## config.mk

```make
export PLATFORM = sky130hd
export DESIGN_NAME = rpt_top
export DESIGN_NICKNAME = d
export VERILOG_FILES = /design/src/hdl/rpt_top.v /design/src/hdl/rpt_wake_timer.v /design/src/hdl/rpt_backoff_rng.v
export VERILOG_INCLUDE_DIRS = /design/src /design/src/hdl
export SDC_FILE = /design/constraint.sdc
export NUM_CORES = 1
export LEC_CHECK = 0
export BUFFER_PORTS_ARGS = -buffer_cell sky130_fd_sc_hd__buf_2
export CORE_MARGIN = 2
export CORE_UTILIZATION = 60
export DETAILED_ROUTE_END_ITERATION = 10
export HOLD_SLACK_MARGIN = 0.02
export PLACE_DENSITY = 0.77
export RECOVER_POWER = 25
export SKIP_LAST_GASP = 1
export SLEW_MARGIN = 30
export SYNTH_ARGS = -nofsm -noshare
export SYNTH_HDL_FRONTEND = slang
export SYNTH_SLANG_ARGS = --single-unit
export TNS_END_PERCENT = 50
```

## constraint.sdc

```tcl
create_clock -name clk_sys_i -period 3.7 [get_ports clk_sys_i]
set_input_delay 0.74 -clock clk_sys_i [delete_from_list [all_inputs] [get_ports clk_sys_i]]
set_output_delay 0.74 -clock clk_sys_i [all_outputs]
set_load 0.03 [all_outputs]
```

## src/hdl/rpt_map.vh

```
// Register map, field positions, reset values and command codes
// of the radio protocol timer and carrier-sense configuration bank.
// Assumes inclusion by bare name from the design files of this block.
//
// Contract
// (RQ1) Wake-up timer sleep period from 8-bit prescale and count; expiry ends sleep.
// (RQ2) Separate reload prescale and count; their expiry also ends sleep.
// (RQ3) Reload values used after sync word detection or timer reload command.
// (RQ4) 16-bit back-off seed; high byte resets to ones, low to zero.
// (RQ5) 6-bit back-off unit prescale in bits 7:2, reset value one.
// (RQ6) Assessment period code 0..3 selects 64, 128, 256, 512 bit periods.
// (RQ7) Listen length in upper nibble, reset zero.
// (RQ8) Back-off cycle limit in bits 2:0, reset zero.
// (RQ9) Four control-field bytes, byte three down to zero, go into packets.
// (RQ10) Regulator switches at osc/4, or osc times multiplier over 2^15.
// (RQ11) 15-bit multiplier: seven high bits then eight low bits.
// (RQ12) External slow clock select takes the slow clock from a pin.
// (RQ13) Regulator runs while disable bit 5 is zero, off when one.
// (RQ14) Temperature sensor output buffered while bit 6 set; resets zero.
// (RQ15) Seed reload control loads the programmed seed into the generator.
// (RQ16) Reload-on-sync enable reloads the wake-up timer from reload values.
// (RQ17) Back-off procedure used only while carrier-sense access enabled.
// (RQ18) Each interval is prescale times count slow-clock periods.
// (RQ19) Reset values after reset; reserved bits keep them on writes.
////////////////////////////////////////////////////////////////////////
`ifndef RPT_MAP_VH
`define RPT_MAP_VH

`define RPT_OFS_WK_PRE 8'h55
`define RPT_OFS_WK_CNT 8'h56
`define RPT_OFS_RL_PRE 8'h57
`define RPT_OFS_RL_CNT 8'h58
`define RPT_OFS_SEED_H 8'h64
`define RPT_OFS_SEED_L 8'h65
`define RPT_OFS_UNIT_CCA 8'h66
`define RPT_OFS_LEN_LIM 8'h67
`define RPT_OFS_TXC3 8'h68
`define RPT_OFS_TXC2 8'h69
`define RPT_OFS_TXC1 8'h6a
`define RPT_OFS_TXC0 8'h6b
`define RPT_OFS_PM2 8'ha4
`define RPT_OFS_PM1 8'ha5
`define RPT_OFS_PM0 8'ha6
`define RPT_OFS_XO 8'ha7
`define RPT_OFS_TSEL 8'ha8
`define RPT_OFS_PTST 8'hb2

`define RPT_RST_WK_PRE 8'h01
`define RPT_RST_CNT 8'h00
`define RPT_RST_SEED_H 8'hff
`define RPT_RST_SEED_L 8'h00
`define RPT_RST_UNIT_CCA 8'h04
`define RPT_RST_LEN_LIM 8'h00
`define RPT_RST_PM2 8'h0c
`define RPT_RST_PM1 8'h20
`define RPT_RST_PM0 8'h00
`define RPT_RST_XO 8'he1
`define RPT_RST_TSEL 8'h00
`define RPT_RST_PTST 8'h42

// Writable bit masks; other bits hold their reset value
`define RPT_WM_LEN_LIM 8'hf7
`define RPT_WM_PM2 8'h6c
`define RPT_WM_XO 8'h08

`define RPT_BIT_TS_BUF 6
`define RPT_BIT_REG_DIS 5
`define RPT_BIT_RM_SEL 7
`define RPT_BIT_EXT_SLOW 3

// Serial header bytes and command codes
`define RPT_HDR_WRITE 8'h00
`define RPT_HDR_READ 8'h01
`define RPT_HDR_CMD 8'h80
`define RPT_CMD_TMR_RELOAD 8'h01

`define RPT_FSW_DIV 4
`define RPT_RM_BITS 15
`define RPT_CCA_BASE 10'h040

`endif

```

## src/hdl/rpt_top.v

```verilog
// Protocol timer and carrier-sense configuration bank with serial
// register port, wake-up timing, back-off generator, switch tick.
// Assumes a mode 0 serial master, MSB first, and same-clock inputs
// for sync detection, sleep entry and protocol control bits.
`timescale 1ns/1ns
`include "rpt_map.vh"
module rpt_top (
  input wire clk_sys_i,
  input wire nrst_i,
  input wire spi_sclk_i,
  input wire spi_mosi_i,
  input wire spi_csn_i,
  output reg spi_miso_o,
  output reg spi_miso_oe_o,
  input wire rco_tick_i,
  input wire gpio_slow_clk_i,
  input wire sleep_enter_i,
  input wire low_duty_cycle_mode_i,
  input wire sync_detect_i,
  input wire reload_on_sync_enable_i,
  input wire seed_reload_i,
  input wire carrier_sense_access_enable_i,
  input wire backoff_step_i,
  output reg wake_o,
  output reg [15:0] backoff_rand_o,
  output reg [5:0] backoff_unit_prescale_o,
  output reg [9:0] cca_bit_periods_o,
  output reg [3:0] listen_length_o,
  output reg [2:0] backoff_cycle_limit_o,
  output reg [31:0] tx_control_field_o,
  output reg regulator_on_o,
  output reg smps_switch_o,
  output reg temp_sensor_buffer_enable_o,
  output reg external_slow_clock_select_o
);
  reg [7:0] wk_pre_q;
  reg [7:0] wk_cnt_q;
  reg [7:0] rl_pre_q;
  reg [7:0] rl_cnt_q;
  reg [7:0] seed_h_q;
  reg [7:0] seed_l_q;
  reg [7:0] unit_cca_q;
  reg [7:0] len_lim_q;
  reg [7:0] txc_q [0:3];
  reg [7:0] pm2_q;
  reg [7:0] pm1_q;
  reg [7:0] pm0_q;
  reg [7:0] xo_q;
  reg [2:0] sclk_s_q;
  reg [1:0] mosi_s_q;
  reg [1:0] csn_s_q;
  reg [2:0] gclk_s_q;
  reg [2:0] bit_q;
  reg [1:0] phase_q;
  reg [7:0] rx_q;
  reg [7:0] tx_q;
  reg [7:0] hdr_q;
  reg [7:0] addr_q;
  reg reload_cmd_q;
  reg use_reload_q;
  reg [14:0] acc_q;
  reg [1:0] div_q;
  reg slow_tick_d;
  reg [7:0] rx_d;
  wire sclk_rise;
  wire sclk_fall;
  wire byte_done;
  wire rel_evt;
  wire tmr_start;
  wire tmr_expire;
  wire tmr_run;
  wire [15:0] rng_val;
  wire [15:0] acc_sum;
  integer i;
  localparam PH_HDR = 2'b01;
  localparam PH_ADR = 2'b10;
  localparam PH_DAT = 2'b00;
  ////////////////////////////////////////////////////////////////////
  // Read mux, unmapped offsets read zero
  function [7:0] rd_mux;
    input [7:0] a;
    begin
      case (a)
        `RPT_OFS_WK_PRE: rd_mux = wk_pre_q;
        `RPT_OFS_WK_CNT: rd_mux = wk_cnt_q;
        `RPT_OFS_RL_PRE: rd_mux = rl_pre_q;
        `RPT_OFS_RL_CNT: rd_mux = rl_cnt_q;
        `RPT_OFS_SEED_H: rd_mux = seed_h_q;
        `RPT_OFS_SEED_L: rd_mux = seed_l_q;
        `RPT_OFS_UNIT_CCA: rd_mux = unit_cca_q;
        `RPT_OFS_LEN_LIM: rd_mux = len_lim_q;
        `RPT_OFS_TXC3: rd_mux = txc_q[3];
        `RPT_OFS_TXC2: rd_mux = txc_q[2];
        `RPT_OFS_TXC1: rd_mux = txc_q[1];
        `RPT_OFS_TXC0: rd_mux = txc_q[0];
        `RPT_OFS_PM2: rd_mux = pm2_q;
        `RPT_OFS_PM1: rd_mux = pm1_q;
        `RPT_OFS_PM0: rd_mux = pm0_q;
        `RPT_OFS_XO: rd_mux = xo_q;
        `RPT_OFS_TSEL: rd_mux = `RPT_RST_TSEL; // [RQ19]
        `RPT_OFS_PTST: rd_mux = `RPT_RST_PTST; // [RQ19]
        default: rd_mux = 8'h00;
      endcase
    end
  endfunction
  // Keeps reserved bits at their reset value
  function [7:0] merge;
    input [7:0] wdata;
    input [7:0] rstv;
    input [7:0] mask;
    begin
      merge = (wdata & mask) | (rstv & ~mask); // [RQ19]
    end
  endfunction

  ////////////////////////////////////////////////////////////////////
  // Pin synchronisers; only stage two and beyond are read
  always @(posedge clk_sys_i or negedge nrst_i)
  begin
    if (!nrst_i)
    begin
      sclk_s_q <= 3'b000;
      mosi_s_q <= 2'b00;
      csn_s_q <= 2'b11;
      gclk_s_q <= 3'b000;
    end
    else
    begin
      sclk_s_q <= {sclk_s_q[1:0], spi_sclk_i};
      mosi_s_q <= {mosi_s_q[0], spi_mosi_i};
      csn_s_q <= {csn_s_q[0], spi_csn_i};
      gclk_s_q <= {gclk_s_q[1:0], gpio_slow_clk_i};
    end
  end
  assign sclk_rise = sclk_s_q[1] & ~sclk_s_q[2] & ~csn_s_q[1];
  assign sclk_fall = ~sclk_s_q[1] & sclk_s_q[2] & ~csn_s_q[1];
  assign byte_done = sclk_rise && (bit_q == 3'd7);
  always @*
  begin
    rx_d = {rx_q[6:0], mosi_s_q[1]};
  end

  ////////////////////////////////////////////////////////////////////
  // Serial frame: header, address, then data with auto-increment
  always @(posedge clk_sys_i or negedge nrst_i)
  begin
    if (!nrst_i)
    begin
      bit_q <= 3'd0;
      phase_q <= PH_HDR;
      rx_q <= 8'h00;
      tx_q <= 8'h00;
      hdr_q <= 8'h00;
      addr_q <= 8'h00;
      reload_cmd_q <= 1'b0;
      spi_miso_o <= 1'b0;
      spi_miso_oe_o <= 1'b0;
    end
    else
    begin
      reload_cmd_q <= 1'b0;
      spi_miso_oe_o <= ~csn_s_q[1];
      if (csn_s_q[1])
      begin
        bit_q <= 3'd0;
        phase_q <= PH_HDR;
        spi_miso_o <= 1'b0;
      end
      else
      begin
        if (sclk_rise)
        begin
          rx_q <= rx_d;
          bit_q <= bit_q + 3'd1;
        end
        if (sclk_fall)
        begin
          spi_miso_o <= tx_q[7];
          tx_q <= {tx_q[6:0], 1'b0};
        end
        if (byte_done)
        begin
          case (phase_q)
            PH_HDR:
            begin
              hdr_q <= rx_d;
              phase_q <= PH_ADR;
            end
            PH_ADR:
            begin
              addr_q <= rx_d;
              phase_q <= PH_DAT;
              tx_q <= rd_mux(rx_d);
              if (hdr_q == `RPT_HDR_CMD &&
                  rx_d == `RPT_CMD_TMR_RELOAD)
                reload_cmd_q <= 1'b1; // [RQ3]
            end
            PH_DAT:
            begin
              addr_q <= addr_q + 8'd1;
              tx_q <= rd_mux(addr_q + 8'd1);
            end
            default: phase_q <= PH_HDR;
          endcase
        end
      end
    end
  end

  ////////////////////////////////////////////////////////////////////
  // Register bank writes
  always @(posedge clk_sys_i or negedge nrst_i)
  begin
    if (!nrst_i)
    begin
      wk_pre_q <= `RPT_RST_WK_PRE; // [RQ19]
      wk_cnt_q <= `RPT_RST_CNT;
      rl_pre_q <= `RPT_RST_WK_PRE;
      rl_cnt_q <= `RPT_RST_CNT;
      seed_h_q <= `RPT_RST_SEED_H; // [RQ4]
      seed_l_q <= `RPT_RST_SEED_L; // [RQ4]
      unit_cca_q <= `RPT_RST_UNIT_CCA; // [RQ5]
      len_lim_q <= `RPT_RST_LEN_LIM; // [RQ7] [RQ8]
      for (i = 0; i < 4; i = i + 1)
        txc_q[i] <= 8'h00;
      pm2_q <= `RPT_RST_PM2;
      pm1_q <= `RPT_RST_PM1;
      pm0_q <= `RPT_RST_PM0;
      xo_q <= `RPT_RST_XO;
    end
    else if (byte_done && phase_q == PH_DAT &&
             hdr_q == `RPT_HDR_WRITE)
    begin
      case (addr_q)
        `RPT_OFS_WK_PRE: wk_pre_q <= rx_d;
        `RPT_OFS_WK_CNT: wk_cnt_q <= rx_d;
        `RPT_OFS_RL_PRE: rl_pre_q <= rx_d;
        `RPT_OFS_RL_CNT: rl_cnt_q <= rx_d;
        `RPT_OFS_SEED_H: seed_h_q <= rx_d;
        `RPT_OFS_SEED_L: seed_l_q <= rx_d;
        `RPT_OFS_UNIT_CCA: unit_cca_q <= rx_d;
        `RPT_OFS_LEN_LIM:
          len_lim_q <= merge(rx_d, `RPT_RST_LEN_LIM, `RPT_WM_LEN_LIM);
        `RPT_OFS_TXC3: txc_q[3] <= rx_d; // [RQ9]
        `RPT_OFS_TXC2: txc_q[2] <= rx_d;
        `RPT_OFS_TXC1: txc_q[1] <= rx_d;
        `RPT_OFS_TXC0: txc_q[0] <= rx_d;
        `RPT_OFS_PM2: pm2_q <= merge(rx_d, `RPT_RST_PM2, `RPT_WM_PM2);
        `RPT_OFS_PM1: pm1_q <= rx_d;
        `RPT_OFS_PM0: pm0_q <= rx_d;
        `RPT_OFS_XO: xo_q <= merge(rx_d, `RPT_RST_XO, `RPT_WM_XO);
        default: pm0_q <= pm0_q;
      endcase
    end
  end

  ////////////////////////////////////////////////////////////////////
  // Slow clock source: internal tick or synchronised pin edge
  always @*
  begin
    if (xo_q[`RPT_BIT_EXT_SLOW])
      slow_tick_d = gclk_s_q[1] & ~gclk_s_q[2]; // [RQ12]
    else
      slow_tick_d = rco_tick_i;
  end

  ////////////////////////////////////////////////////////////////////
  // Wake-up timing; a reload while running restarts with the reload pair
  assign rel_evt = reload_cmd_q |
    (sync_detect_i & reload_on_sync_enable_i); // [RQ3] [RQ16]
  assign tmr_start = (sleep_enter_i & low_duty_cycle_mode_i) |
    (rel_evt & tmr_run);
  always @(posedge clk_sys_i or negedge nrst_i)
  begin
    if (!nrst_i)
      use_reload_q <= 1'b0;
    else if (rel_evt)
      use_reload_q <= 1'b1;
    else if (tmr_expire)
      use_reload_q <= 1'b0;
  end

  rpt_wake_timer #(
    .W(8)
  ) u_timer (
    .clk_sys_i(clk_sys_i),
    .nrst_i(nrst_i),
    .start_i(tmr_start),
    .stop_i(~low_duty_cycle_mode_i),
    .slow_tick_i(slow_tick_d),
    .prescale_i((use_reload_q | rel_evt) ? rl_pre_q : wk_pre_q), // [RQ2]
    .count_i((use_reload_q | rel_evt) ? rl_cnt_q : wk_cnt_q), // [RQ1]
    .expire_o(tmr_expire),
    .running_o(tmr_run)
  );

  ////////////////////////////////////////////////////////////////////
  // Back-off generator steps only with carrier-sense access on
  rpt_backoff_rng u_rng (
    .clk_sys_i(clk_sys_i),
    .nrst_i(nrst_i),
    .load_i(seed_reload_i), // [RQ15]
    .step_i(backoff_step_i & carrier_sense_access_enable_i), // [RQ17]
    .seed_i({seed_h_q, seed_l_q}), // [RQ4]
    .value_o(rng_val)
  );

  ////////////////////////////////////////////////////////////////////
  // Switch tick: carry of a 15-bit phase accumulator or divide by 4
  assign acc_sum = {1'b0, acc_q} + {1'b0, pm1_q[6:0], pm0_q}; // [RQ11]
  always @(posedge clk_sys_i or negedge nrst_i)
  begin
    if (!nrst_i)
    begin
      acc_q <= 15'h0000;
      div_q <= 2'b00;
      smps_switch_o <= 1'b0;
    end
    else if (!pm2_q[`RPT_BIT_REG_DIS])
    begin
      if (pm1_q[`RPT_BIT_RM_SEL])
      begin
        acc_q <= acc_sum[14:0];
        smps_switch_o <= acc_sum[15]; // [RQ10]
      end
      else
      begin
        div_q <= div_q + 2'd1;
        smps_switch_o <= (div_q == 2'd3); // [RQ10]
      end
    end
    else
      smps_switch_o <= 1'b0; // [RQ13]
  end

  ////////////////////////////////////////////////////////////////////
  // Registered configuration outputs
  always @(posedge clk_sys_i or negedge nrst_i)
  begin
    if (!nrst_i)
    begin
      wake_o <= 1'b0;
      backoff_rand_o <= 16'h0000;
      backoff_unit_prescale_o <= 6'h01;
      cca_bit_periods_o <= `RPT_CCA_BASE;
      listen_length_o <= 4'h0;
      backoff_cycle_limit_o <= 3'h0;
      tx_control_field_o <= 32'h0000_0000;
      regulator_on_o <= 1'b0;
      temp_sensor_buffer_enable_o <= 1'b0;
      external_slow_clock_select_o <= 1'b0;
    end
    else
    begin
      wake_o <= tmr_expire; // [RQ1] [RQ2]
      backoff_rand_o <= carrier_sense_access_enable_i ?
        rng_val : 16'h0000; // [RQ17]
      backoff_unit_prescale_o <= unit_cca_q[7:2]; // [RQ5]
      cca_bit_periods_o <= `RPT_CCA_BASE << unit_cca_q[1:0]; // [RQ6]
      listen_length_o <= len_lim_q[7:4]; // [RQ7]
      backoff_cycle_limit_o <= len_lim_q[2:0]; // [RQ8]
      tx_control_field_o <= {txc_q[3], txc_q[2], txc_q[1], txc_q[0]};
      regulator_on_o <= ~pm2_q[`RPT_BIT_REG_DIS]; // [RQ13]
      temp_sensor_buffer_enable_o <= pm2_q[`RPT_BIT_TS_BUF]; // [RQ14]
      external_slow_clock_select_o <= xo_q[`RPT_BIT_EXT_SLOW]; // [RQ12]
    end
  end
endmodule

```

## src/hdl/rpt_wake_timer.v

```verilog
// Two-stage sleep interval timer: prescale times count slow ticks.
// Assumes slow_tick_i is a one-cycle pulse on the system clock.
`timescale 1ns/1ns
module rpt_wake_timer #(
  parameter W = 8
) (
  input wire clk_sys_i,
  input wire nrst_i,
  input wire start_i,
  input wire stop_i,
  input wire slow_tick_i,
  input wire [W-1:0] prescale_i,
  input wire [W-1:0] count_i,
  output reg expire_o,
  output reg running_o
);
  reg [W-1:0] pre_q;
  reg [W-1:0] cnt_q;
  reg [W-1:0] pre_ld_q;

  ////////////////////////////////////////////////////////////////////
  // Zero in either field counts the same as one
  always @(posedge clk_sys_i or negedge nrst_i)
  begin
    if (!nrst_i)
    begin
      pre_q <= {W{1'b0}};
      cnt_q <= {W{1'b0}};
      pre_ld_q <= {W{1'b0}};
      expire_o <= 1'b0;
      running_o <= 1'b0;
    end
    else
    begin
      expire_o <= 1'b0;
      if (start_i)
      begin
        pre_q <= prescale_i;
        pre_ld_q <= prescale_i;
        cnt_q <= count_i;
        running_o <= 1'b1;
      end
      else if (stop_i)
        running_o <= 1'b0;
      else if (running_o && slow_tick_i)
      begin
        if (pre_q <= {{(W-1){1'b0}}, 1'b1})
        begin
          pre_q <= pre_ld_q; // [RQ18]
          if (cnt_q <= {{(W-1){1'b0}}, 1'b1})
          begin
            expire_o <= 1'b1; // [RQ1] [RQ2]
            running_o <= 1'b0;
          end
          else
            cnt_q <= cnt_q - {{(W-1){1'b0}}, 1'b1};
        end
        else
          pre_q <= pre_q - {{(W-1){1'b0}}, 1'b1};
      end
    end
  end
endmodule

```

## src/hdl/rpt_backoff_rng.v

```verilog
// Back-off random generator: 16-bit Galois shift register.
// Assumes step_i and load_i are single-cycle pulses.
`timescale 1ns/1ns
module rpt_backoff_rng (
  input wire clk_sys_i,
  input wire nrst_i,
  input wire load_i,
  input wire step_i,
  input wire [15:0] seed_i,
  output reg [15:0] value_o
);
  // All-zero state would lock up, so a zero seed loads as one
  always @(posedge clk_sys_i or negedge nrst_i)
  begin
    if (!nrst_i)
      value_o <= 16'hff00;
    else if (load_i)
      value_o <= (seed_i == 16'h0000) ? 16'h0001 : seed_i; // [RQ15]
    else if (step_i)
      value_o <= {1'b0, value_o[15:1]} ^
        (value_o[0] ? 16'hb400 : 16'h0000);
  end
endmodule

```

# Yosys cells after proc, flatten, opt, wreduce, memory -nomap -nowiden
# Index checks and enable logic that the tools add are counted.
[word_totals] input_bits=14 reg_bits=301 elab_cells=228 output_inout_bits=78
[classes] order_cmp=2 n_bitwise=19 n_eq_ne=61 n_reduce_logical=42 addsub=6 n_shift=1 mux=48
[ops] operator="equality test 8 x 7 -> 1 bit, second input constant" count=36
[ops] operator="case mux 8 bit (17 select lines)" count=2
[ops] operator="equality test 8 bit, second input constant" count=15
[ops] operator="2-to-1 mux 8 bit" count=13
[ops] operator="2-to-1 mux 16 bit" count=5
[ops] operator="AND reduction 2 bit" count=21
[ops] operator="case mux 8 bit (2 select lines)" count=2
[ops] operator="2-to-1 mux 1 bit" count=21
[ops] operator="nonzero test 2 bit" count=9
[ops] operator="adder 15 x 15 -> 16 bit" count=1
[ops] operator="<= comparator 8 x 1 -> 1 bit, second input constant" count=2
[ops] operator="zero test 16 bit" count=1
[ops] operator="subtractor 8 x 1 -> 8 bit, second input constant" count=2
[ops] operator="XOR 15 x 16 -> 16 bit" count=1
[ops] operator="<< shifter 7 x 2 -> 10 bit, first input constant" count=1
[ops] operator="bitwise AND 1 bit" count=9
[ops] operator="!= test 3 x 1 -> 1 bit, second input constant" count=3
[ops] operator="AND reduction 3 bit" count=3
[ops] operator="adder 8 x 1 -> 8 bit, second input constant" count=1
[ops] operator="equality test 8 x 1 -> 1 bit, second input constant" count=1
[ops] operator="zero test 8 bit" count=1
[ops] operator="2-to-1 mux 3 bit" count=2
[ops] operator="inverter 1 bit" count=6
[ops] operator="case mux 2 bit (3 select lines)" count=1
[ops] operator="other kinds (11)" count=20

# Longest topological paths before layout
# Gate-level depths: netlist (run 1).
[logic_depth] word_depth=7 depth_mapped=13 ltp_nobuf=11

# By module
# A second synthesis (run 1) with hierarchy kept.
[unflattened] hier_cells=1417 area_unflattened_um2=15244.6
[modules_own_cells] module="rpt_top" area_per_inst_um2=12868.6 instances=1 cells_each=1174 seq_area_each_um2=6354.8
[modules_own_cells] module="rpt_wake_timer" area_per_inst_um2=1527.7 instances=1 cells_each=165 seq_area_each_um2=650.6
[modules_own_cells] module="rpt_backoff_rng" area_per_inst_um2=848.3 instances=1 cells_each=78 seq_area_each_um2=410.4

# Worst setup path before layout (run 1)
# No wires, ideal clock.
[synth_path] path_kind="register -> register" from="register addr_q[0]" to="register tx_q[1]" period_less_slack_ns=2.553 setup_time_ns=0.137 path_stages_with_launch=11 t_arrival_ns=2.416 n_path_buf=1 setup_slack_ns=1.147 required_ns=3.563 cell_sequence="dfrtp_1 ha_1 and3_2 nor4b_2 o32ai_2 buf_4 nor2_1 a222oi_1 o2111ai_1 o31ai_1 a22oi_1"
[synth_via] elab_chain_cells=5 word_cells_on_any_way=21 classes_between="add/sub: 1; eq/ne: 17; mux: 3"
[synth_rtl] item="start: declaration" line="rpt_top.v:58" rtl="reg [7:0] addr_q;"
[synth_rtl] item="start signal: assignment" line="rpt_top.v:191" rtl="addr_q <= rx_d;"
[synth_rtl] item="start signal: assignment" line="rpt_top.v:200" rtl="addr_q <= addr_q + 8'd1;"
[synth_rtl] item="adder 8 x 1 -> 8 bit (*)" line="rpt_top.v:201" rtl="tx_q <= rd_mux(addr_q + 8'd1);"
[synth_rtl] item="equality test 8 bit / equality test 8 x 7 -> 1 bit (equally long branches)" line="rpt_top.v:83" rtl="case (a)"
[synth_rtl] item="case mux 8 bit (17 select lines) (*)" line="rpt_top.v:83"
[synth_rtl] item="case mux 8 bit (2 select lines) (*)" line="rpt_top.v:183" rtl="case (phase_q)"
[synth_rtl] item="2-to-1 mux 8 bit (*)" line="rpt_top.v:181" rtl="if (byte_done)"
[synth_rtl] item="end signal: assignment" line="rpt_top.v:179" rtl="tx_q <= {tx_q[6:0], 1'b0};"
[synth_rtl] item="end signal: assignment" line="rpt_top.v:193" rtl="tx_q <= rd_mux(rx_d);"
[synth_rtl] item="end signal: assignment" line="rpt_top.v:201"
[synth_rtl] item="end: declaration" line="rpt_top.v:56" rtl="reg [7:0] tx_q;"
# Every way passes the cells marked *; elsewhere a longest branch is shown, timed or not.
# A chain may end at the register's enable or synchronous reset.

# Worst setup path after layout (run 1)
[layout_path] from="register addr_q[0]" to="register tx_q[7]"
# The elaborated chain is that of the path after synthesis.

==> results of run 1 <==
[synth_stat cells, drive strengths merged, types with 4 or more instances]
cell     number
and2         25
buf          29
nand4         7
nor4b         6
o21a          9
mux2        136
nand2        98
ha           31
a21oi        60
a221oi       11
o31ai         4
nor4         10
a21o          7
o21ai        68
nand3        40
a211oi       10
o41ai         6
mux4          8
and3         13
o211ai        4
or3           6
mux2i        28
nand4bb       5
and3b         4
a32oi         7
nor3b         8
a222oi       19
inv          27
xor2          9
clkbuf       50
o2111ai       4
nor3         20
a22oi        43
nand2b       17
xnor2        15
a31oi         7
dfrtp       268
nor2b        14
nor2         91
dfstp        27
a22o          8
[timing repair]
action                     CTS  global route
hold endpoints to repair     0             0
resized for setup            0             1
hold buffers                 0             0
setup endpoints to repair    0             4
[final cells by class]
class,instances,area [sq um],share of cell area
clock inverters,15,125,0.00754
inverters,27,101,0.00611
clock buffers,41,862,0.0520
well taps,324,405,0.0244
repair buffers,123,718,0.0433
flip-flops and latches,295,7420,0.447
multi-input cells,923,6970,0.420
[sequential cells by signal (all words and copies together), names as in the netlist, 8 cells and up]
name / flops
wk_cnt_q: 8
seed_l_q: 8
pm1_q: 8
u_rng.value_o: 16
u_timer.pre_ld_q: 8
u_timer.pre_q: 8
pm0_q: 8
backoff_rand_o: 16
u_timer.cnt_q: 8
rl_cnt_q: 8
acc_q: 15
addr_q: 8
tx_q: 8
seed_h_q: 8
hdr_q: 8
tx_control_field_o: 32
wk_pre_q: 8
unit_cca_q: 8
txc_q: 32
rl_pre_q: 8
[kinds of logic after synthesis]
group           Yosys count  synth area share
simple gates            386             0.147
mux                     172             0.136
other cells               1          0.000253
xor+xnor                 24            0.0142
flops                   295             0.500
compound gates          303             0.143
buf+inv                 106            0.0320
fa+ha+maj                32            0.0275
[per-layer routing]
metal,part of all wire,global-route usage,wire [microns],up-vias
met3,0.075,0.0547,3390,152
met5,0,0,0,-
met1,0.40,0.480,18200,5785
met4,0.057,0.157,2570,0
li1,-,-,-,5030
met2,0.46,0.565,20900,582
[power by group through the flow]
stage,Clock (W),Combinational [W],Sequential (W)
3_3_place_gp,0,0.000771,0.00359
2_1_floorplan,0,0.000518,0.00346
5_1_grt,0.00314,0.000871,0.00356
4_1_cts,0.00302,0.000790,0.00354
6_report,0.00297,0.000797,0.00356
3_5_place_dp,0,0.000787,0.00360
[worst paths after layout]
kind / to
max: tx_q[7]
min: csn_s_q[0]
max reg2reg: tx_q[7]
min reg2reg: mosi_s_q[1]
max in group asynchronous: acc_q[3]
min in group asynchronous: backoff_rand_o[5]
[through the flow]
stage | cell area, sq um | power, W | hold WS (ns) | cells | setup WS (ns)
final | 16600 | 0.00733 | 0.282 | 1748 | 0.441
after global routing | 16600 | 0.00757 | 0.268 | 1748 | 0.229
after CTS | 16600 | 0.00735 | 0.159 | 1748 | 0.360
after detailed placement | 15600 | 0.00439 | 0.335 | 1692 | 0.371
after global placement | 15600 | 0.00436 | 0.332 | 1692 | 0.494
after floorplan | 14900 | 0.00398 | 0.331 | 1324 | 1.15
==> reports/qor.csv, run 1 <==
stage;metric;value;unit
route;via count;11500;
cells_and_area;share of the core filled with cells in the final layout;0.682;
setup_path;number of cells on the critical path;11;
synthesis;unique cell type count in the Yosys netlist;96;
die;Horiz. Die Dim;161;microns
die;cell row count;57;
setup_path;biggest cell delay along the critical path;0.62;ns
synthesis;cell taking the most area after synthesis;sky130_fd_sc_hd__dfrtp_1;
cts;clock transition at the registers of the reported paths;0.06;ns
route;detail-routed net length per standard cell;25.8;microns
sta;slew at the pin closest to its max-slew limit;1.94;ns
setup_path;path depth of the worst reg2reg path;11;
global_routing;antenna violations before repair;0;
synthesis;synthesis-stage register bit count;295;
sta;normalized max-slew margin;-0.297;
global_routing;largest net degree at the start of global routing;89;
cells_and_area;n_diodes;0;
die;die height;161;microns
power_and_ir_drop;P_int;0.00528;W
synthesis;async set-reset flop share out of synthesis;1.00;
cts;TritonCTS clock tree;yes;
cells_and_area;most frequent standard cell in the layout excluding fill and tap cells;sky130_fd_sc_hd__dfrtp_1;
sta;Final period util;0.881;
power_and_ir_drop;Pleak;7.69;nW
route;routed wire length;45000;microns
synthesis;total of warnings raised by yosys;0;
power_and_ir_drop;maximum VDD drop;0.381;mV
route;via-per-instance ratio;6.61;
setup_path;launching element of the worst setup path;addr_q[0];
run_status;violations in the final reports;capacitance limit, slew limit;
setup_path;CP Data Required Time;4.20;ns
setup_path;number of buffer and inverter stages on the critical path;2;
power_and_ir_drop;ratio of total power to cell area;442;nW/um^2
route;Detailed Route Iter0 Violations;1336;
sta;Tmin final;3.26;ns
setup_path;critical path's slowest cell;sky130_fd_sc_hd__dfrtp_1;
die;floorplan die area;26000;sq um
setup_path;crit-path cells;ha_1, nand3_1, nor4_1, o32ai_2, buf_4, nor2_1, buf_4, a22oi_1, and3_1, nand3_1, a21o_1;
cts;clock network latency to the later pin of the worst-skew pair;0.57;ns
power_and_ir_drop;net switching component of the power;0.00204;W
global_routing;GR Util All Layers;0.352;
route;final antenna-violating net count;0;
setup_path;Arrival @ worst endpoint;3.76;ns
sta;setup TNS;0;ns
synthesis;count of flip-flops with a built-in enable after synthesis;0;
global_routing;global-route wire length before repair;69500;microns
power_and_ir_drop;sequential share of power;0.485;
hold_path;Worst Min Path Start;spi_csn_i;
synthesis;Yosys top cell area share;0.452;
cells_and_area;fin nets;1446;
cells_and_area;most frequent cells in the layout;268 x sky130_fd_sc_hd__dfrtp_1, 127 x sky130_fd_sc_hd__mux2_2, 97 x sky130_fd_sc_hd__nand2_1;
place;Final Wtd Congestion;1.04;
cts;CTS sink count;295;
setup_path;startpoint kind of the worst setup timing path;flip-flop;
hold_path;class of the most critical hold timing path;in2reg;
cells_and_area;number of fill cells in the layout;1820;
setup_path;Register-to-Register Setup Slack;0.44;ns
route;Remaining DRCs;0;
cts;TritonCTS buffer count;30;
synthesis;cell area after synthesis;14800;sq um
synthesis;post-synthesis area per instance;11.2;sq um
flow_run;max-capacitance violation count;1;
cells_and_area;share of cells above drive strength 1;0.265;
global_routing;overall overflow remaining after global route;0;
power_and_ir_drop;proportion of total power due to net switching;0.279;
sta;number of slew-limit violations in the final report;81;
cts;H-tree Lvls;1;
die;initial core utilization;0.610;
global_routing;number of global-route vias before repair;11500;
hold_path;worst hold path cell count;1;
power_and_ir_drop;share of total power in the clock network;0.406;
cts;buffer count from post-CTS setup fixing;0;
setup_path;critical path start-end classification;reg2reg;
sta;Highest Clock Rate;307;MHz
setup_path;FF-to-FF Start;addr_q[0];
synthesis;ranking of synthesized cells by area;sky130_fd_sc_hd__dfrtp_1 45%, sky130_fd_sc_hd__mux2_2 9.6%, sky130_fd_sc_hd__dfstp_2 4.8%;
setup_path;critical path endpoint category;flip-flop;
route;detailed-router iteration count before antenna repair;6;
power_and_ir_drop;combinational power share;0.109;
sta;unrepaired setup endpoints after global routing;no;
die;core region area;24300;sq um
setup_path;delay-heaviest family, CP;simple AND/OR/NAND/NOR gates;
sta;count of final hold-check violations;0;
sta;maximum clock skew at final layout;0.0231;ns
synthesis;sequential element share of the synthesized area;0.500;
cells_and_area;area overhead of the layout relative to synthesis;11.8;%
synthesis;gate count after technology mapping;1319;
synthesis;flip-flop cell with the highest count after synthesis;sky130_fd_sc_hd__dfrtp_1;
run_status;run status;finished with violations;
cts;Clock Root Buffer;sky130_fd_sc_hd__clkbuf_16;
cts;buffer levels on the longest clock path;3;
setup_path;biggest fanout along the worst timing path;16;
sta;Final Setup Violations;0;
die;Top-Level Pins;92;
place;PortBufs;85;
place;total half-perimeter wirelength after legalization and detailed placement;32600;microns
Power figures use the tool's default switching activity.
==> inputs of run 2 (changes only) <==
--- a/config.mk
+++ b/config.mk
@@ -13,6 +13,7 @@
 export HOLD_SLACK_MARGIN = 0.02
 export PLACE_DENSITY = 0.77
 export RECOVER_POWER = 25
+export SETUP_SLACK_MARGIN = 0.3
 export SKIP_LAST_GASP = 1
 export SLEW_MARGIN = 30
 export SYNTH_ARGS = -nofsm -noshare
==> constraint.sdc (replaced) <==
create_clock -name clk_sys_i -period 3.7 [get_ports clk_sys_i]
set_input_delay 0.555 -clock clk_sys_i [delete_from_list [all_inputs] [get_ports clk_sys_i]]
set_output_delay 0.555 -clock clk_sys_i [all_outputs]
set_load 0.03 [all_outputs]
==> reports/qor.csv, run 2 (synthesized netlist as in run 1, its figures left out) <==
stage;metric;value;unit;change
place;total half-perimeter wirelength after legalization and detailed placement;32400;microns;-0.67%
die;die height;161;microns;unchanged
setup_path;biggest cell delay along the critical path;0.52;ns;-0.10 ns
route;final antenna-violating net count;0;;unchanged
cts;Clock Root Buffer;sky130_fd_sc_hd__clkbuf_16;;
sta;maximum clock skew at final layout;0.0195;ns;-0.00357 ns
cells_and_area;area overhead of the layout relative to synthesis;12.9;%;
route;detail-routed net length per standard cell;25.4;microns;-1.3%
cells_and_area;count of non-filler cells in the finished layout;1756;;+0.46%
setup_path;critical path's slowest cell;sky130_fd_sc_hd__dfrtp_2;;
route;routed wire length;44700;microns;-0.82%
setup_path;startpoint kind of the worst setup timing path;flip-flop;;
cells_and_area;n_diodes;0;;unchanged
power_and_ir_drop;maximum VDD drop;0.385;mV;+1.0%
die;core region area;24300;sq um;unchanged
global_routing;global-route wire length before repair;67600;microns;-2.8%
route;Detailed Route Iter0 Violations;1238;;-7.3%
global_routing;largest net degree at the start of global routing;86;;-3.4%
global_routing;antenna violations before repair;0;;unchanged
route;via count;11600;;+0.20%
setup_path;biggest fanout along the worst timing path;22;;+6
cells_and_area;share of cells above drive strength 1;0.268;;+0.00271
die;Horiz. Die Dim;161;microns;unchanged
route;detailed-router iteration count before antenna repair;6;;unchanged
cells_and_area;largest registers;tx_control_field_o x32, txc_q x32;;
die;Top-Level Pins;92;;unchanged
sta;Tmin final;3.13;ns;-0.129 ns
cts;TritonCTS clock tree;yes;;
cells_and_area;Multi-input gate area;6980;sq um;+0.14%
sta;count of final hold-check violations;0;;unchanged
setup_path;Arrival @ worst endpoint;3.62;ns;-0.14 ns
cts;clock network latency to the later pin of the worst-skew pair;0.57;ns;about the same
cells_and_area;sequential cell area;7420;sq um;about the same
run_status;violations in the final reports;capacitance limit, slew limit;;
sta;slew at the pin closest to its max-slew limit;2.25;ns;+0.307 ns
place;PortBufs;85;;unchanged
sta;normalized max-slew margin;-0.501;;-0.205
cts;CTS sink count;295;;unchanged
place;dpl cells;1699;;+0.41%
sta;unrepaired setup endpoints after global routing;no;;
setup_path;CP Data Required Time;4.19;ns;about the same
sta;Final Setup Violations;0;;unchanged
setup_path;critical path start-end classification;reg2reg;;
cells_and_area;number of fill cells in the layout;1794;;-1.4%
cts;H-tree Lvls;1;;unchanged
power_and_ir_drop;Pleak;7.77;nW;+1.1%
die;cell row count;57;;unchanged
global_routing;overall overflow remaining after global route;0;;unchanged
global_routing;number of global-route vias before repair;11300;;-1.2%
cts;buffer levels on the longest clock path;3;;unchanged
sta;number of slew-limit violations in the final report;84;;+3.7%
cts;TritonCTS buffer count;30;;unchanged
power_and_ir_drop;ratio of total power to cell area;450;nW/um^2;+1.8%
route;Remaining DRCs;0;;unchanged
cells_and_area;most frequent standard cell in the layout excluding fill and tap cells;sky130_fd_sc_hd__dfrtp_1;;
run_status;run status;finished with violations;;
die;initial core utilization;0.610;;unchanged
cells_and_area;share of the core filled with cells in the final layout;0.689;;+0.00679
die;floorplan die area;26000;sq um;unchanged
cells_and_area;fin nets;1454;;+0.55%
sta;setup TNS;0;ns;unchanged
hold_path;class of the most critical hold timing path;in2reg;;
cts;clock transition at the registers of the reported paths;0.06;ns;about the same
setup_path;critical path endpoint category;flip-flop;;
place;Final Wtd Congestion;1.08;;+3.2%
global_routing;GR Util All Layers;0.344;;-0.00776
flow_run;max-capacitance violation count;1;;unchanged
sta;Highest Clock Rate;319;MHz;+4.1%
cells_and_area;most frequent cells in the layout;265 x sky130_fd_sc_hd__dfrtp_1, 127 x sky130_fd_sc_hd__mux2_2, 97 x sky130_fd_sc_hd__nand2_1;;
sta;Final period util;0.846;;-0.0349
route;via-per-instance ratio;6.59;;-0.26%
setup_path;crit-path cells;ha_1, buf_4, or4bb_1, o41ai_2, o21ai_0, a21oi_1, o31a_1, nand2_1, o21ai_1;;
[run 2: cell types whose count changed in the layout (fill, tap and decap cells not counted), moves of 4 or more]
cell                       delta
sky130_fd_sc_hd__dfstp_1      +8
sky130_fd_sc_hd__dfstp_2      -8
sky130_fd_sc_hd__buf_4        +6
sky130_fd_sc_hd__clkbuf_8     +4
sky130_fd_sc_hd__clkinv_2     -4
[run 2: metal layers]
metal  up-vias  part of all wire  track usage
met5         -                 0            0
met4         0             0.054        0.155
met3       141             0.071       0.0524
met2       554              0.46        0.551
met1      5831              0.41        0.470
li1       5046                 -            -
[run 2: area by class of cell]
class,count,share of cell area
clock buffers,44,0.0545
clock inverters,12,0.00814
inverters,27,0.00605
multi-input cells,923,0.416
flip-flops and latches,295,0.443
well taps,324,0.0242
repair buffers,131,0.0482
[run 2: metrics by stage]
| step | setup WS (ns) | instance area, sq um | total power [W] | hold slack [ns] |
|---|---|---|---|---|
| 2_1_floorplan | 1.15 | 14900 | 0.00398 | 0.259 |
| 3_3_place_gp | 0.534 | 15700 | 0.00441 | 0.333 |
| 3_5_place_dp | 0.413 | 15700 | 0.00443 | 0.337 |
| 4_1_cts | 0.413 | 16800 | 0.00755 | 0.0814 |
| 5_1_grt | 0.416 | 16800 | 0.00776 | 0.0881 |
| 6_report | 0.570 | 16800 | 0.00754 | 0.0958 |
[run 2: final timing paths]
| path | from | slack, ns | depth (start not counted) | end |
|---|---|---|---|---|
| max reg2reg | addr_q[0] | 0.57 | 9 | tx_q[5] |
| max | addr_q[0] | 0.57 | 9 | tx_q[5] |
| min in group asynchronous | nrst_i | 1.20 | 2 | backoff_rand_o[4] |
| min reg2reg | sclk_s_q[0] | 0.35 | 0 | sclk_s_q[1] |
| max in group asynchronous | nrst_i | 0.97 | 2 | mosi_s_q[1] |
| min | spi_csn_i | 0.1 | 1 | csn_s_q[0] |
[run 2: power breakdown]
part	internal, W	switching, W	leakage [nW]	total (W)
Sequential	0.00332	0.000228	3.92	0.00355
Clock	0.00185	0.00129	0.512	0.00314
Combinational	0.000299	0.000550	3.34	0.000849
Total	0.00547	0.00207	7.77	0.00754
[run 2: repair_timing]
action / CTS / global route
hold buffers: 1 / 0
hold endpoints to repair: 26 / 0
endpoints found under the setup margin: 0 / 6
buffers inserted: 0 / 0
gates resized for setup: 0 / 4
[run 2: critical path, delay by kind of cell, from the launching register on]
| kind | cells | cell delay [ns] |
|---|---|---|
| compound gates | 5 | 1.30 |
| simple gates | 2 | 0.70 |
| buf+inv | 1 | 0.29 |
| flops | 1 | 0.52 |
| fa+ha+maj | 1 | 0.25 |
==> inputs of run 3 (changes only) <==
--- a/config.mk
+++ b/config.mk
@@ -6,6 +6,7 @@
 export SDC_FILE = /design/constraint.sdc
 export NUM_CORES = 1
 export LEC_CHECK = 0
+export ABC_AREA = 1
 export BUFFER_PORTS_ARGS = -buffer_cell sky130_fd_sc_hd__buf_2
 export CORE_MARGIN = 2
 export CORE_UTILIZATION = 60
==> constraint.sdc (replaced) <==
create_clock -name clk_sys_i -period 3.2 [get_ports clk_sys_i]
set_input_delay 0.48 -clock clk_sys_i [delete_from_list [all_inputs] [get_ports clk_sys_i]]
set_output_delay 0.48 -clock clk_sys_i [all_outputs]
set_load 0.03 [all_outputs]
==> reports/qor.csv, run 3 <==
stage;metric;value;unit;change
power_and_ir_drop;maximum VDD drop;0.664;mV;+72%
run_status;violations in the final reports;capacitance limit, slew limit;;
setup_path;biggest fanout along the worst timing path;16;;-27%
power_and_ir_drop;ratio of total power to cell area;512;nW/um^2;+14%
setup_path;Worst R2R End;rl_cnt_q[6];;
power_and_ir_drop;Pleak;8.01;nW;+3.0%
route;via-per-instance ratio;5.98;;-9.3%
sta;count of final hold-check violations;0;;unchanged
global_routing;global-route wire length before repair;74100;microns;+9.6%
sta;Tmin final;2.76;ns;-0.370 ns
synthesis;gate count after technology mapping;1766;;+34%
synthesis;synthesis-stage register bit count;295;;unchanged
run_status;run status;finished with violations;;
route;detail-routed net length per standard cell;21.3;microns;-16%
global_routing;GR Util All Layers;0.377;;+0.0326
cts;CTS sink count;295;;unchanged
die;Top-Level Pins;92;;unchanged
sta;maximum clock skew at final layout;0.0168;ns;-0.00274 ns
cells_and_area;most frequent standard cell in the layout excluding fill and tap cells;sky130_fd_sc_hd__nand2_1;;
setup_path;critical path endpoint category;flip-flop;;
route;routed wire length;47100;microns;+5.4%
synthesis;unique cell type count in the Yosys netlist;53;;-45%
place;Post-Place Setup Slack;0.216;ns;-0.197 ns
synthesis;Yosys top cell area share;0.465;;+0.0131
hold_path;Worst Min Path Start;low_duty_cycle_mode_i;;
setup_path;CP Data Required Time;3.61;ns;-0.58 ns
cts;Clock Root Buffer;sky130_fd_sc_hd__clkbuf_16;;
route;Detailed Route Iter0 Violations;1482;;+20%
cts;clock transition at the registers of the reported paths;0.06;ns;about the same
die;die height;159;microns;-1.4%
cts;TritonCTS buffer count;30;;unchanged
hold_path;worst hold path cell count;3;;+2
synthesis;total of warnings raised by yosys;0;;unchanged
sta;setup slack of the critical path after layout;0.440;ns;-0.130 ns
global_routing;antenna violations before repair;1;;+1
cells_and_area;area overhead of the layout relative to synthesis;14.5;%;
cells_and_area;fin nets;1918;;+32%
sta;unrepaired setup endpoints after global routing;yes;;
cells_and_area;largest registers;tx_control_field_o x32, txc_q x32;;
flow_run;max-capacitance violation count;1;;unchanged
synthesis;count of flip-flops with a built-in enable after synthesis;0;;unchanged
cells_and_area;share of cells above drive strength 1;0.119;;-0.149
hold_path;worst min-delay path endpoint;u_timer.running_o;;
sta;slew at the pin closest to its max-slew limit;2.36;ns;+0.107 ns
sta;normalized max-slew margin;-0.573;;-0.0713
cts;buffer levels on the longest clock path;3;;unchanged
die;core region area;23500;sq um;-3.2%
global_routing;largest net degree at the start of global routing;92;;+7.0%
synthesis;top post-synthesis cells by count;495 x sky130_fd_sc_hd__nand2_1, 268 x sky130_fd_sc_hd__dfrtp_1, 224 x sky130_fd_sc_hd__o21ai_0;;
route;via count;13200;;+14%
setup_path;startpoint kind of the worst setup timing path;flip-flop;;
setup_path;critical path start-end classification;reg2reg;;
synthesis;ranking of synthesized cells by area;sky130_fd_sc_hd__dfrtp_1 47%, sky130_fd_sc_hd__nand2_1 13%, sky130_fd_sc_hd__o21ai_0 7.8%;;
sta;setup TNS;0;ns;unchanged
setup_path;Register-to-Register Setup Slack;0.44;ns;-0.13 ns
sta;Final Setup Violations;0;;unchanged
die;cell row count;56;;-1.8%
place;PortBufs;85;;unchanged
place;total half-perimeter wirelength after legalization and detailed placement;34800;microns;+7.6%
synthesis;post-synthesis area per instance;8.17;sq um;-27%
cts;H-tree Lvls;1;;unchanged
die;initial core utilization;0.613;;+0.00239
setup_path;FF-to-FF Start;csn_s_q[1];;
route;detailed-router iteration count before antenna repair;5;;-1
synthesis;cell taking the most area after synthesis;sky130_fd_sc_hd__dfrtp_1;;
setup_path;path depth of the worst reg2reg path;6;;-3
sta;Final period util;0.863;;+0.0167
cells_and_area;most frequent cells in the layout;494 x sky130_fd_sc_hd__nand2_1, 268 x sky130_fd_sc_hd__dfrtp_1, 223 x sky130_fd_sc_hd__o21ai_0;;
synthesis;most repeated cell in the gate-level netlist after synthesis;sky130_fd_sc_hd__nand2_1;;
sta;number of slew-limit violations in the final report;88;;+4.8%
place;Final Wtd Congestion;1.02;;-4.7%
sta;Highest Clock Rate;362;MHz;+13%
setup_path;Arrival @ worst endpoint;3.17;ns;-0.45 ns
cts;clock network latency to the later pin of the worst-skew pair;0.56;ns;about the same
global_routing;number of global-route vias before repair;13100;;+15%
global_routing;overall overflow remaining after global route;0;;unchanged
synthesis;flip-flop cell with the highest count after synthesis;sky130_fd_sc_hd__dfrtp_1;;
hold_path;class of the most critical hold timing path;in2reg;;
synthesis;async set-reset flop share out of synthesis;1.00;;unchanged
cts;TritonCTS clock tree;yes;;
synthesis;cell area after synthesis;14400;sq um;-2.8%
route;Remaining DRCs;0;;unchanged
route;final antenna-violating net count;0;;unchanged
synthesis;sequential element share of the synthesized area;0.514;;+0.0145
die;floorplan die area;25300;sq um;-2.7%
die;Horiz. Die Dim;159;microns;-1.4%
==> run 3: cell count changes in the layout (fill, tap and decap cells not counted), sizes merged, moves of 42 or more <==
cell	change
a22oi	-42
nor2	+60
o21ai	+156
inv	+139
nand4	+68
nand2	+398
mux2	-134
==> run 3: worst max path at each step <==
stage,from,endpoint,cells after the start
global route,nrst_i,phase_q[0],3
floorplan,pm0_q[0],acc_q[12],12
detailed placement,addr_q[0],tx_q[7],15
finish,csn_s_q[1],rl_cnt_q[6],6
CTS,bit_q[0],txc_q[29],6
global placement,addr_q[0],tx_q[7],15
==> run 3: where the power goes <==
part / switching (W) / total (W) / internal, W
Combinational: 0.000615 / 0.000871 / 0.000256
Clock: 0.00144 / 0.00357 / 0.00213
Sequential: 0.000135 / 0.00401 / 0.00388
Total: 0.00219 / 0.00846 / 0.00626
==> run 3: kinds of logic after synthesis <==
logic type / synth area share
flops: 0.514
fa+ha+maj: 0.0283
compound gates: 0.135
simple gates: 0.242
mux: 0.00364
xor+xnor: 0.0115
buf+inv: 0.0651
other cells: 0.000260
==> run 3: layer usage <==
metal  GRT usage  up-vias  part of all wire
li1            -     6047                 -
met1       0.500     6331              0.39
met2       0.611      682              0.47
met3      0.0602      180             0.084
met4       0.183        0             0.056
met5           0        -                 0
==> run 3: critical path: stages, from the launching register on <==
cell and delay (ns):
sky130_fd_sc_hd__dfstp_1 0.39, sky130_fd_sc_hd__nor3_1 0.29, sky130_fd_sc_hd__nand2_2 0.25, sky130_fd_sc_hd__nor4_4 0.75, sky130_fd_sc_hd__nand2_1 0.60, sky130_fd_sc_hd__nand2_1 0.20
sky130_fd_sc_hd__o21ai_0 0.11
==> run 3: per-stage QoR <==
step	util	hold slack (ns)	area [sq um]	cells	power, W
finish	0.701	0.228	16500	2214	0.00846
global route	0.701	0.262	16500	2213	0.00876
CTS	0.697	0.0207	16400	2204	0.00847
detailed placement	0.652	0.336	15300	2146	0.00491
global placement	0.652	0.333	15300	2146	0.00487
floorplan	-	0.184	14400	1771	0.00454
==> run 3: layout make-up <==
cell class | count | area [sq um]
diodes | 1 | 2.50
clock buffers | 45 | 878
clock inverters | 9 | 129
fillers | 1853 | 7040
inverters | 167 | 629
multi-input cells | 1236 | 6140
flip-flops and latches | 295 | 7420
well taps | 319 | 399
repair buffers | 142 | 911
==> run 3: repair_timing <==
| action | CTS | global route |
|---|---|---|
| endpoints found under the setup margin | 7 | 73 |
| hold endpoints to repair | 71 | 1 |
| cloned | 0 | 0 |
| setup buffers | 0 | 8 |
| pin swaps | 0 | 7 |
| hold buffers | 4 | 1 |
| gates resized for setup | 7 | 11 |
